### src/core/dtoc_defs.vh
// Purpose: constants for the diagnostic test-option control block
// Assumes: one 200 MHz clock, synchronous active-low reset
// Notes: definitions only
`ifndef DTOC_DEFS_VH
`define DTOC_DEFS_VH
`define DTOC_PARAM_FIRST      8'h80
`define DTOC_PARAM_LAST       8'h8F
`define DTOC_TEST_OPTION_ADDR 8'h80
`define DTOC_TEST_OPTION_RST  16'h0000
`define DTOC_OPT_STOP_AT_END  0
`define DTOC_OPT_SINGLE_STEP  1
`define DTOC_OPT_LOG_ERROR    2
`define DTOC_OPT_ERR_OVERRIDE 3
`define DTOC_OPT_USED_MASK    16'h00FF
`define DTOC_SEEK_LIMIT       16'd10000
`define DTOC_FAULT_LOG_FIRST  8'hB0
`define DTOC_FAULT_LOG_LAST   8'hCF
`define DTOC_ERROR_LOG_FIRST  8'hD0
`define DTOC_ERROR_LOG_LAST   8'hEF
`define DTOC_DIAG_EXC_A       8'h02
`define DTOC_DIAG_EXC_B       8'h05
`define DTOC_SEEK_DIRECT      3'h0
`define DTOC_SEEK_RANDOM      3'h1
`define DTOC_SEEK_SEQ_FWD     3'h2
`define DTOC_SEEK_SEQ_REV     3'h3
`define DTOC_SEEK_SEQ_FWDREV  3'h4
`define DTOC_SEEK_CROSS       3'h5
`endif

### src/core/dtoc_log_mem.v
// Purpose: 32-entry log memory, registered read
// Assumes: single clock
// Notes: no reset on storage
`timescale 1ns/10ps
module dtoc_log_mem (
  input  wire       clk_i,
  input  wire       we_i,
  input  wire [4:0] waddr_i,
  input  wire [7:0] wdata_i,
  input  wire [4:0] raddr_i,
  output reg  [7:0] rdata_o
);
  reg [7:0] mem [0:31];
  always @(posedge clk_i) begin
    if (we_i) begin
      mem[waddr_i] <= wdata_i;
    end
    rdata_o <= mem[raddr_i];
  end
endmodule // dtoc_log_mem

### src/core/dtoc_panel_entry.v
// Purpose: assembles panel digit-pair entries into parameter writes
// Assumes: strobes already synchronised and single-cycle
// Notes: a value entry is two digit pairs, high pair first
`timescale 1ns/10ps
`include "dtoc_defs.vh"
module dtoc_panel_entry (
  input  wire        clk_i,
  input  wire        rst_n_i,
  input  wire        entry_stb_i,
  input  wire        select_i,
  input  wire [7:0]  digits_i,
  output reg  [7:0]  param_sel_o,
  output reg         param_wr_o,
  output reg  [15:0] param_val_o,
  output reg         sel_valid_o
);
  reg       half;
  reg [7:0] high_pair;
  always @(posedge clk_i) begin
    if (!rst_n_i) begin
      param_sel_o <= 8'h00;
      param_wr_o  <= 1'b0;
      param_val_o <= 16'h0000;
      sel_valid_o <= 1'b0;
      half        <= 1'b0;
      high_pair   <= 8'h00;
    end else begin
      param_wr_o <= 1'b0;
      if (entry_stb_i && select_i) begin
        // RULE1: selector range check
        sel_valid_o <= (digits_i >= `DTOC_PARAM_FIRST) && (digits_i <= `DTOC_PARAM_LAST);
        param_sel_o <= digits_i;
        half        <= 1'b0;
      end else if (entry_stb_i && sel_valid_o) begin
        // RULE2: two pairs form value
        if (!half) begin
          high_pair <= digits_i;
          half      <= 1'b1;
        end else begin
          param_val_o <= {high_pair, digits_i};
          param_wr_o  <= 1'b1;
          half        <= 1'b0;
        end
      end
    end
  end
endmodule // dtoc_panel_entry

### src/core/dtoc_test_control.v
// Purpose: test-option parameter and run/stop control of seek and diagnostic tests
// Assumes: panel switches asynchronous; seek and test engines on clk_i
// Notes: Notes on behaviour
// Notes on behaviour
// RULE1: A selector 80..8F must be entered before any value is accepted.
// RULE2: A value is four digits taken as two successive digit pairs.
// RULE3: Only the first two digits of the test option carry bits; the last two are dropped.
// RULE4: Field direct or random seeks with stop-at-end stop after 10000 seeks.
// RULE5: Field sequential seeks with stop-at-end stop after one pass.
// RULE6: Field cross-pattern seeks with stop-at-end stop after all combinations.
// RULE7: The operator should not use stop-at-end for read, write or direct seek; nothing enforces it.
// RULE8: After an end stop, restart needs clear, then reload, then initiate.
// RULE9: Field seeks without stop-at-end repeat until initiate is pressed again.
// RULE10: Diagnostic tests with stop-at-end run once and stop.
// RULE11: Diagnostic tests without stop-at-end loop until initiate, except tests 02 and 05.
// RULE12: With single-step set, one access is made per initiate.
// RULE13: With log-error set, function faults are counted and logged at B0..CF.
// RULE14: Function faults are always logged uncounted at D0..EF.
// RULE15: An entered value holds until re-entered or reset; unused bits read zero.
`timescale 1ns/10ps
`include "dtoc_defs.vh"
module dtoc_test_control (
  input  wire        clk_i,
  input  wire        rst_n_i,
  input  wire        entry_stb_i,
  input  wire        select_i,
  input  wire [7:0]  digits_i,
  input  wire        initiate_i,
  input  wire        clear_i,
  input  wire        reload_i,
  input  wire        field_seek_run_mode_i,
  input  wire [2:0]  seek_kind_i,
  input  wire [7:0]  diag_test_i,
  input  wire        access_done_i,
  input  wire        pass_done_i,
  input  wire        all_combos_done_i,
  input  wire        test_done_i,
  input  wire        fault_i,
  input  wire [7:0]  function_fault_code_i,
  input  wire [7:0]  log_raddr_i,
  output wire [15:0] test_option_parameter_o,
  output wire        stop_at_end_option_o,
  output reg         running_o,
  output reg         end_stop_o,
  output reg         access_req_o,
  output reg  [15:0] seek_count_o,
  output reg  [7:0]  fault_count_o,
  output wire [7:0]  log_rdata_o
);
  localparam ST_IDLE   = 2'd0;
  localparam ST_RUN    = 2'd1;
  localparam ST_ENDED  = 2'd2;
  localparam ST_CLEARD = 2'd3;

  // Two-flop synchronisers for the entry strobe and panel switch pins
  reg [3:0] sync1;
  reg [3:0] sync2;
  reg [3:0] sync_prev;
  always @(posedge clk_i) begin
    if (!rst_n_i) begin
      sync1     <= 4'h0;
      sync2     <= 4'h0;
      sync_prev <= 4'h0;
    end else begin
      sync1     <= {entry_stb_i, initiate_i, clear_i, reload_i};
      sync2     <= sync1;
      sync_prev <= sync2;
    end
  end
  wire [3:0] rise       = sync2 & ~sync_prev;
  wire       entry_p    = rise[3];
  wire       initiate_p = rise[2];
  wire       clear_p    = rise[1];
  wire       reload_p   = rise[0];

  // Digits and selector are stable long before the strobe edge is seen
  wire [7:0]  param_sel;
  wire        param_wr;
  wire [15:0] param_val;
  dtoc_panel_entry u_entry (
    .clk_i       (clk_i),
    .rst_n_i     (rst_n_i),
    .entry_stb_i (entry_p),
    .select_i    (select_i),
    .digits_i    (digits_i),
    .param_sel_o (param_sel),
    .param_wr_o  (param_wr),
    .param_val_o (param_val),
    .sel_valid_o ()
  );

  // Only the low byte of the reset word is ever held
  wire [15:0] opt_rst = `DTOC_TEST_OPTION_RST;
  reg  [7:0]  opt_bits;
  always @(posedge clk_i) begin
    if (!rst_n_i) begin
      opt_bits <= opt_rst[7:0];
    // RULE15: hold until re-entry
    end else if (param_wr && (param_sel == `DTOC_TEST_OPTION_ADDR)) begin
      // RULE3: keep first digit pair
      opt_bits <= param_val[15:8];
    end
  end
  assign test_option_parameter_o = {8'h00, opt_bits} & `DTOC_OPT_USED_MASK;
  wire stop_at_end = opt_bits[`DTOC_OPT_STOP_AT_END];
  wire single_step = opt_bits[`DTOC_OPT_SINGLE_STEP];
  wire log_error   = opt_bits[`DTOC_OPT_LOG_ERROR];
  assign stop_at_end_option_o = stop_at_end;

  wire seek_counted = (seek_kind_i == `DTOC_SEEK_DIRECT) || (seek_kind_i == `DTOC_SEEK_RANDOM);
  wire seek_seq     = (seek_kind_i == `DTOC_SEEK_SEQ_FWD) || (seek_kind_i == `DTOC_SEEK_SEQ_REV) ||
                      (seek_kind_i == `DTOC_SEEK_SEQ_FWDREV);
  wire diag_except  = (diag_test_i == `DTOC_DIAG_EXC_A) || (diag_test_i == `DTOC_DIAG_EXC_B);
  wire next_count_hit = (seek_count_o + 16'd1) >= `DTOC_SEEK_LIMIT;

  reg end_cond;
  always @* begin
    end_cond = 1'b0;
    if (field_seek_run_mode_i) begin
      if (stop_at_end) begin
        // RULE4: stop after 10000 seeks
        if (seek_counted) begin
          end_cond = access_done_i && next_count_hit;
        // RULE5: stop after one pass
        end else if (seek_seq) begin
          end_cond = pass_done_i;
        // RULE6: stop after all combinations
        end else if (seek_kind_i == `DTOC_SEEK_CROSS) begin
          end_cond = all_combos_done_i;
        end
      end
    end else begin
      // RULE10: run once
      // RULE11: exceptions end themselves
      end_cond = test_done_i && (stop_at_end || diag_except);
    end
  end

  reg [1:0] state;
  reg       step_pending;
  always @(posedge clk_i) begin
    if (!rst_n_i) begin
      state        <= ST_IDLE;
      running_o    <= 1'b0;
      end_stop_o   <= 1'b0;
      access_req_o <= 1'b0;
      seek_count_o <= 16'h0000;
      step_pending <= 1'b0;
    end else begin
      access_req_o <= 1'b0;
      case (state)
        ST_IDLE: begin
          if (initiate_p) begin
            state        <= ST_RUN;
            running_o    <= 1'b1;
            seek_count_o <= 16'h0000;
            step_pending <= 1'b1;
          end
        end
        ST_RUN: begin
          // RULE12: one access per initiate
          if (single_step) begin
            if (step_pending) begin
              access_req_o <= 1'b1;
              step_pending <= 1'b0;
            end else if (initiate_p) begin
              step_pending <= 1'b1;
            end
          end else begin
            access_req_o <= 1'b1;
          end
          if (access_done_i) begin
            seek_count_o <= seek_count_o + 16'd1;
          end
          if (end_cond) begin
            state      <= ST_ENDED;
            running_o  <= 1'b0;
            end_stop_o <= 1'b1;
          // RULE9: initiate stops loop
          end else if (initiate_p && !single_step) begin
            state     <= ST_IDLE;
            running_o <= 1'b0;
          end
        end
        ST_ENDED: begin
          // RULE8: clear first
          if (clear_p) begin
            state      <= ST_CLEARD;
            end_stop_o <= 1'b0;
          end
        end
        ST_CLEARD: begin
          // RULE8: reload then initiate
          if (reload_p) begin
            state <= ST_IDLE;
          end
        end
        default: begin
          state <= ST_IDLE;
        end
      endcase
    end
  end

  // Fault logging: error area always, fault area only when counting
  reg [4:0] err_ptr;
  reg [4:0] flt_ptr;
  always @(posedge clk_i) begin
    if (!rst_n_i) begin
      err_ptr       <= 5'h00;
      flt_ptr       <= 5'h00;
      fault_count_o <= 8'h00;
    end else if (fault_i) begin
      // RULE14: always logged
      err_ptr <= err_ptr + 5'd1;
      // RULE13: counted when enabled
      if (log_error) begin
        flt_ptr       <= flt_ptr + 5'd1;
        fault_count_o <= fault_count_o + 8'd1;
      end
    end
  end

  wire       rd_err = log_raddr_i >= `DTOC_ERROR_LOG_FIRST;
  wire [7:0] rd_off = log_raddr_i - (rd_err ? `DTOC_ERROR_LOG_FIRST : `DTOC_FAULT_LOG_FIRST);
  wire [7:0] err_rdata;
  wire [7:0] flt_rdata;
  reg        rd_err_q;
  always @(posedge clk_i) begin
    if (!rst_n_i) begin
      rd_err_q <= 1'b0;
    end else begin
      rd_err_q <= rd_err;
    end
  end
  assign log_rdata_o = rd_err_q ? err_rdata : flt_rdata;

  dtoc_log_mem u_err_log (
    .clk_i   (clk_i),
    .we_i    (fault_i),
    .waddr_i (err_ptr),
    .wdata_i (function_fault_code_i),
    .raddr_i (rd_off[4:0]),
    .rdata_o (err_rdata)
  );

  dtoc_log_mem u_flt_log (
    .clk_i   (clk_i),
    .we_i    (fault_i && log_error),
    .waddr_i (flt_ptr),
    .wdata_i (function_fault_code_i),
    .raddr_i (rd_off[4:0]),
    .rdata_o (flt_rdata)
  );
endmodule // dtoc_test_control

### config.mk
export PLATFORM = sky130hd
export DESIGN_NAME = dtoc_test_control
export DESIGN_NICKNAME = d
export VERILOG_FILES = /design/src/core/dtoc_log_mem.v /design/src/core/dtoc_panel_entry.v /design/src/core/dtoc_test_control.v
export VERILOG_INCLUDE_DIRS = /design/src /design/src/core
export SDC_FILE = /design/constraint.sdc
export NUM_CORES = 1
export LEC_CHECK = 0
export CORE_MARGIN = 2
export CORE_UTILIZATION = 57
export DETAILED_ROUTE_END_ITERATION = 10
export DONT_BUFFER_PORTS = 1
export HOLD_SLACK_MARGIN = 0.15
export PLACE_DENSITY = 0.73
export SKIP_CTS_REPAIR_TIMING = 1
export SKIP_LAST_GASP = 1
export SYNTH_ARGS = -nofsm -noshare
export SYNTH_HDL_FRONTEND = slang
export SYNTH_SLANG_ARGS = --single-unit
### constraint.sdc
create_clock -name clk_i -period 2.7 [get_ports clk_i]
set_input_delay 0.54 -clock clk_i [delete_from_list [all_inputs] [get_ports clk_i]]
set_output_delay 0.54 -clock clk_i [all_outputs]
set_load 0.005 [all_outputs]
==> flow_summary.yaml, run 1 <==
setup_path:
  reg2reg_from: "seek_count_o[0]"
  crit_type: "reg2reg"
  startpoint: "seek_count_o[0]"
  rrSetupSlack_ps: 320
  reg2reg_depth: 7
  path_cells: "ha_1 -> nand3_1 -> a2bb2oi_1 -> o221ai_1 -> or4_4 -> a311oi_2 -> o221a_1"
  cp_slowest_cell: "or4_4"
  worstPathMaxFanout: 11
  cp.required_ps: 3260
  start_kind: "register"
  crit_path_end_kind: "register"
  slowest_delay_ps: 560
  arrival_ps: 2940
worst_hold_path:
  hp-start: "fault_i"
  hp-class: "in2reg"
cts:
  cts_tree: "yes"
  cts.htree.levels: 2
  clkTransAtPathRegs_ps: 60
  numCtsBuffers: 59
  worst_skew_pair.late_latency_ps: 620
  cts_root_buffer: "clkbuf_16"
  cts.sinks: 616
  ctsLongestPathBuffers: 3
die:
  rows: 75
  start_util: 0.575
  die_w_um: 210
  die_h_um: 210
  die_area_um2: 43900
  io_pins: 100
  core_um2: 41900
timing:
  tns_ps: 0
  setup_viol: 0
  maxSlewViolCount: 0
  finClkSkew_ps: 22.6
  fin_crit_sh: 0.882
  post-route-min-period_ps: 2380
  tightest_slew_ps: 1000
  maxClockFrequency_mhz: 420
  rsz0062_at_grt: "false"
  whs_ps: 171
  slew_headroom: 0.329
  hold_viol_final: 0
job:
  drv_cap: 0
detailed_routing:
  drt-total-wl_um: 49400
  post_drt_wl_per_cell_um: 25.0
  drc: 0
  via_per_inst: 6.16
  vias: 12200
  drtIter0Drc: 1379
  postRouteAntennaNets: 0
  drt-pass1-iter-count: 8
placed_design:
  place_congestion: 0.838
  dpl.hpwl_um: 28400
  placedCellCount: 1842
  portBuffers: 0
power_and_ir_drop:
  ir_drop_uv: 458
  cellPowerDensity_nw_per_um2: 699
  power_leakage_nw: 8.93
layout:
  final_net_count: 1453
  drive_above_1_share: 0.246
  area.growth.synth_to_final_pct: 13.4
  final_common_cell: "edfxtp_1"
  fin_cells: 1980
  diodes: 0
  layout_common_cells: "edfxtp_1, mux4_2, nor2_1"
global_route:
  grt_max_degree: 129
  grt_pass1_wl_um: 74000
  grt_pass1_vias: 12100
  overflow: 0
  antenna_found_initial: 0
  grt_usage: 0.228
yosys:
  postSynthAreaPerCell_um2: 18.5
  yosysTopAreaCell: "edfxtp_1"
  postSynth.asyncResetShare: 0
  seq_area_frac_synth: 0.725
  synth_top_area_frac: 0.639
  synth_seq_cells: 616
  yosysWarnings: 0
  synth_edf_count: 512
  synth_area_um2: 24100
  syn_inst: 1299
  synthTopCellsByArea: "edfxtp_1, mux4_2, dfxtp_1, nor2_1, mux2i_1"
  ys.flop_type: "edfxtp_1"
  ys_types: 58
run_status:
  status: "finished, final reports clean"
## cells in the mapped netlist (3+ instances only)
| library cell | n |
|---|---|
| buf_4 | 10 |
| nand2_1 | 40 |
| xnor2_1 | 3 |
| mux2i_1 | 28 |
| nand3_1 | 21 |
| nand2b_1 | 7 |
| clkbuf_1 | 51 |
| mux2_2 | 24 |
| nand3b_1 | 7 |
| o41ai_1 | 3 |
| buf_2 | 13 |
| nor4_1 | 3 |
| edfxtp_1 | 512 |
| xor2_1 | 10 |
| o21a_1 | 6 |
| and3_1 | 4 |
| nor3_1 | 4 |
| a21o_1 | 3 |
| ha_1 | 10 |
| dfxtp_1 | 104 |
| nor2b_1 | 6 |
| and2_1 | 16 |
| nor3b_1 | 3 |
| nor2_1 | 127 |
| or3b_2 | 4 |
| nand4_1 | 14 |
| inv_1 | 8 |
| buf_1 | 4 |
| or3_1 | 8 |
| o21ai_0 | 21 |
| mux4_2 | 160 |
| a21oi_1 | 32 |
## worst min-delay path by stage
stage	depth (start not counted)	end	slack [ps]
6_report	3	err_ptr[3]	170
5_1_grt	3	err_ptr[3]	180
4_1_cts	0	u_flt_log.mem[20][6]	-10
3_5_place_dp	1	sync2[0]	420
3_3_place_gp	1	sync2[3]	420
2_1_floorplan	1	sync2[0]	410
## power breakdown
| group | switching [mW] | internal [mW] |
|---|---|---|
| clock | 3.37 | 4.60 |
| sequential | 0.0351 | 10.4 |
| combinational | 0.348 | 0.377 |
| total | 3.75 | 15.3 |
## cell families (layout without fill, tap and decap cells)
| kind of cell | after synthesis | after routing | share of synthesized area |
|---|---|---|---|
| flops | 616 | 616 | 0.725 |
| simple gates | 275 | 275 | 0.0546 |
| mux | 212 | 212 | 0.173 |
| buf+inv | 88 | 223 | 0.0160 |
| compound gates | 84 | 84 | 0.0218 |
| xor+xnor | 13 | 13 | 0.00473 |
| fa+ha+maj | 10 | 10 | 0.00520 |
| other cells | 1 | 8 | 0.000156 |
## final cells by class
cell class	instances	area [µm²]
Sequential cell	616	17500
Fill cell	2767	14500
Multi-Input combinational cell	602	6260
Clock buffer	71	1540
Timing Repair Buffer	106	1010
Tap cell	539	674
Clock inverter	36	320
Inverter	10	37.5
## per-layer routing
layer | global-route usage | vias up | wire [µm]
met2 | 0.368 | 515 | 24300
met5 | 0 | - | 0
li1 | - | 5346 | -
met1 | 0.319 | 6272 | 19900
met4 | 0.0675 | 0 | 1010
met3 | 0.0501 | 69 | 4200
## worst max-delay path: cells and delay by family, from the launching register on
family	cells	cell delay (ps)
fa+ha+maj	1	420
flops	1	430
simple gates	2	730
compound gates	4	750
## state kept, by name, summed over array words and instances, names as in the netlist, named ones only
name,count
u_entry.param_sel_o,8
u_err_log.rdata_o,8
flt_ptr,5
u_err_log.mem,256
u_entry.half,1
u_entry.high_pair,8
state,1
fault_count_o,8
end_stop_o,1
u_entry.sel_valid_o,1
step_pending,1
u_flt_log.mem,256
sync2,4
sync_prev,4
access_req_o,1
u_entry.param_wr_o,1
rd_err_q,1
opt_bits,8
running_o,1
err_ptr,5
u_flt_log.rdata_o,8
u_entry.param_val_o,8
seek_count_o,16
sync1,4
## metrics by stage
stage	total power, mW	instance area (µm²)	utilization	setup slack (ps)
after floorplan	11.1	24100	-	13.1
after global placement	11.1	25000	0.597	386
after detailed placement	11.1	25000	0.597	344
after global routing	19.6	27300	0.652	120
final	19.1	27300	0.652	318
after CTS	19.0	26900	0.642	331
(Power assumes the default switching activity.)
==> run 2, diff against run 1 <==
REMOVE_ABC_BUFFERS = 1   (was unset)
==> run 2 against run 1 <==
- register-to-register slack lost 20 ps
- sequential share of layout area shrank 0.36 points
- design area grew 0.57%
- combinational power shrank 0.7%
- global-route usage shrank 0.43 points
- sequential power is essentially flat
- critical path type unchanged
- highest routed layer unchanged
- non-clock buffer count grew 2
==> flow_summary.yaml, run 2 (synthesized netlist as in run 1, its figures left out) <==
run_status:
  status: "finished, final reports clean"
cts:
  cts_tree: "yes"
  cts_root_buffer: "clkbuf_16"
  clkTransAtPathRegs_ps: 60
  numCtsBuffers: 60
  cts.sinks: 616
  ctsLongestPathBuffers: 3
  cts.htree.levels: 2
  worst_skew_pair.late_latency_ps: 600
timing:
  hold_viol_final: 0
  tns_ps: 0
  fin_crit_sh: 0.889
  tightest_slew_ps: 1100
  slew_headroom: 0.265
  maxSlewViolCount: 0
  maxClockFrequency_mhz: 417
  rsz0062_at_grt: "false"
  post-route-min-period_ps: 2400
  finClkSkew_ps: 11.3
  setup_viol: 0
  whs_ps: 110
setup_path:
  crit_type: "reg2reg"
  rrSetupSlack_ps: 300
  cp.required_ps: 3240
  start_kind: "register"
  arrival_ps: 2940
  worstPathMaxFanout: 9
  crit_path_end_kind: "register"
detailed_routing:
  drc: 0
  drtIter0Drc: 1170
  post_drt_wl_per_cell_um: 24.8
  drt-total-wl_um: 49200
  via_per_inst: 6.14
  drt-pass1-iter-count: 5
  postRouteAntennaNets: 0
  vias: 12200
global_route:
  grt_max_degree: 129
  overflow: 0
  grt_pass1_wl_um: 72800
  grt_usage: 0.224
  antenna_found_initial: 1
  grt_pass1_vias: 12000
placed_design:
  portBuffers: 0
  placed_cell_area_um2: 25000
  dpl.hpwl_um: 28400
  place_congestion: 0.840
job:
  drv_cap: 0
die:
  io_pins: 100
  die_w_um: 210
  start_util: 0.575
  die_area_um2: 43900
  die_h_um: 210
  core_um2: 41900
  rows: 75
power_and_ir_drop:
  cellPowerDensity_nw_per_um2: 709
  ir_drop_uv: 507
  power_leakage_nw: 9.00
layout:
  final_net_count: 1456
  layout_common_cells: "edfxtp_1, mux4_2, nor2_1"
  regArea_um2: 17500
  top_regs: "u_err_log.mem x256, u_flt_log.mem x256, seek_count_o x16"
  drive_above_1_share: 0.253
  area.growth.synth_to_final_pct: 14.1
  num-fill-cells: 2729
  multiInputGateArea_um2: 6260
  final_cell_area_um2: 27500
  final_common_cell: "edfxtp_1"
worst_hold_path:
  hp-class: "in2reg"
-- run 2: changes by cell type in the layout (fill, tap and decap cells not counted), moves of 2 or more --
cell	delta
clkinv_4	+2
clkbuf_1	+8
clkinv_1	-15
clkbuf_8	+9
dlygate4sd3_1	+2
clkinvlp_4	+3
-- run 2: metal layers --
layer  vias to the layer above  wire length (µm)  global-route usage
met5                         -                 0                   0
met4                         0              1040              0.0651
met3                        65              3960              0.0458
met2                       483             24000               0.357
met1                      6287             20300               0.320
li1                       5375                 -                   -
-- run 2: power breakdown --
part	switching (mW)	leakage (nW)	internal, mW
Combinational	0.342	2.58	0.376
Clock	3.40	0.968	4.97
Sequential	0.0388	5.45	10.4
-- run 2: worst max-delay path, stage by stage, from the launching register on --
cell	delay, ps
dfxtp_1	530
and4_1	440
nand4_1	260
xor2_1	210
or4_4	440
a311oi_2	250
o221a_1	210
-- run 2: final cells by class --
cell class | instances | area share
antenna | 1 | 0.0000911
clock buffer | 89 | 0.0627
clock inverter | 23 | 0.00998
inverter | 10 | 0.00137
multi-input combinational | 602 | 0.228
sequential | 616 | 0.636
tap | 539 | 0.0246
timing repair buffer | 108 | 0.0376
-- run 2: per-stage QoR --
step                      utilization  power (mW)  std cells  worst slack, ps
final                           0.656        19.5       1988              299
after global placement          0.597        11.1       1842              392
after global routing            0.656        20.0       1988              111
after CTS                       0.645        19.4       1954              330
after detailed placement        0.597        11.1       1842              348
after floorplan                     -        11.0       1228              549
-- run 2: path summary, 6_finish.rpt --
kind | cells after the start | from | to
worst max-delay path | 6 | seek_count_o[3] | register
worst min-delay path | 2 | rst_n_i | seek_count_o[14]
worst max register to register | 6 | seek_count_o[3] | register
worst min register to register | 1 | sync1[2] | sync2[2]
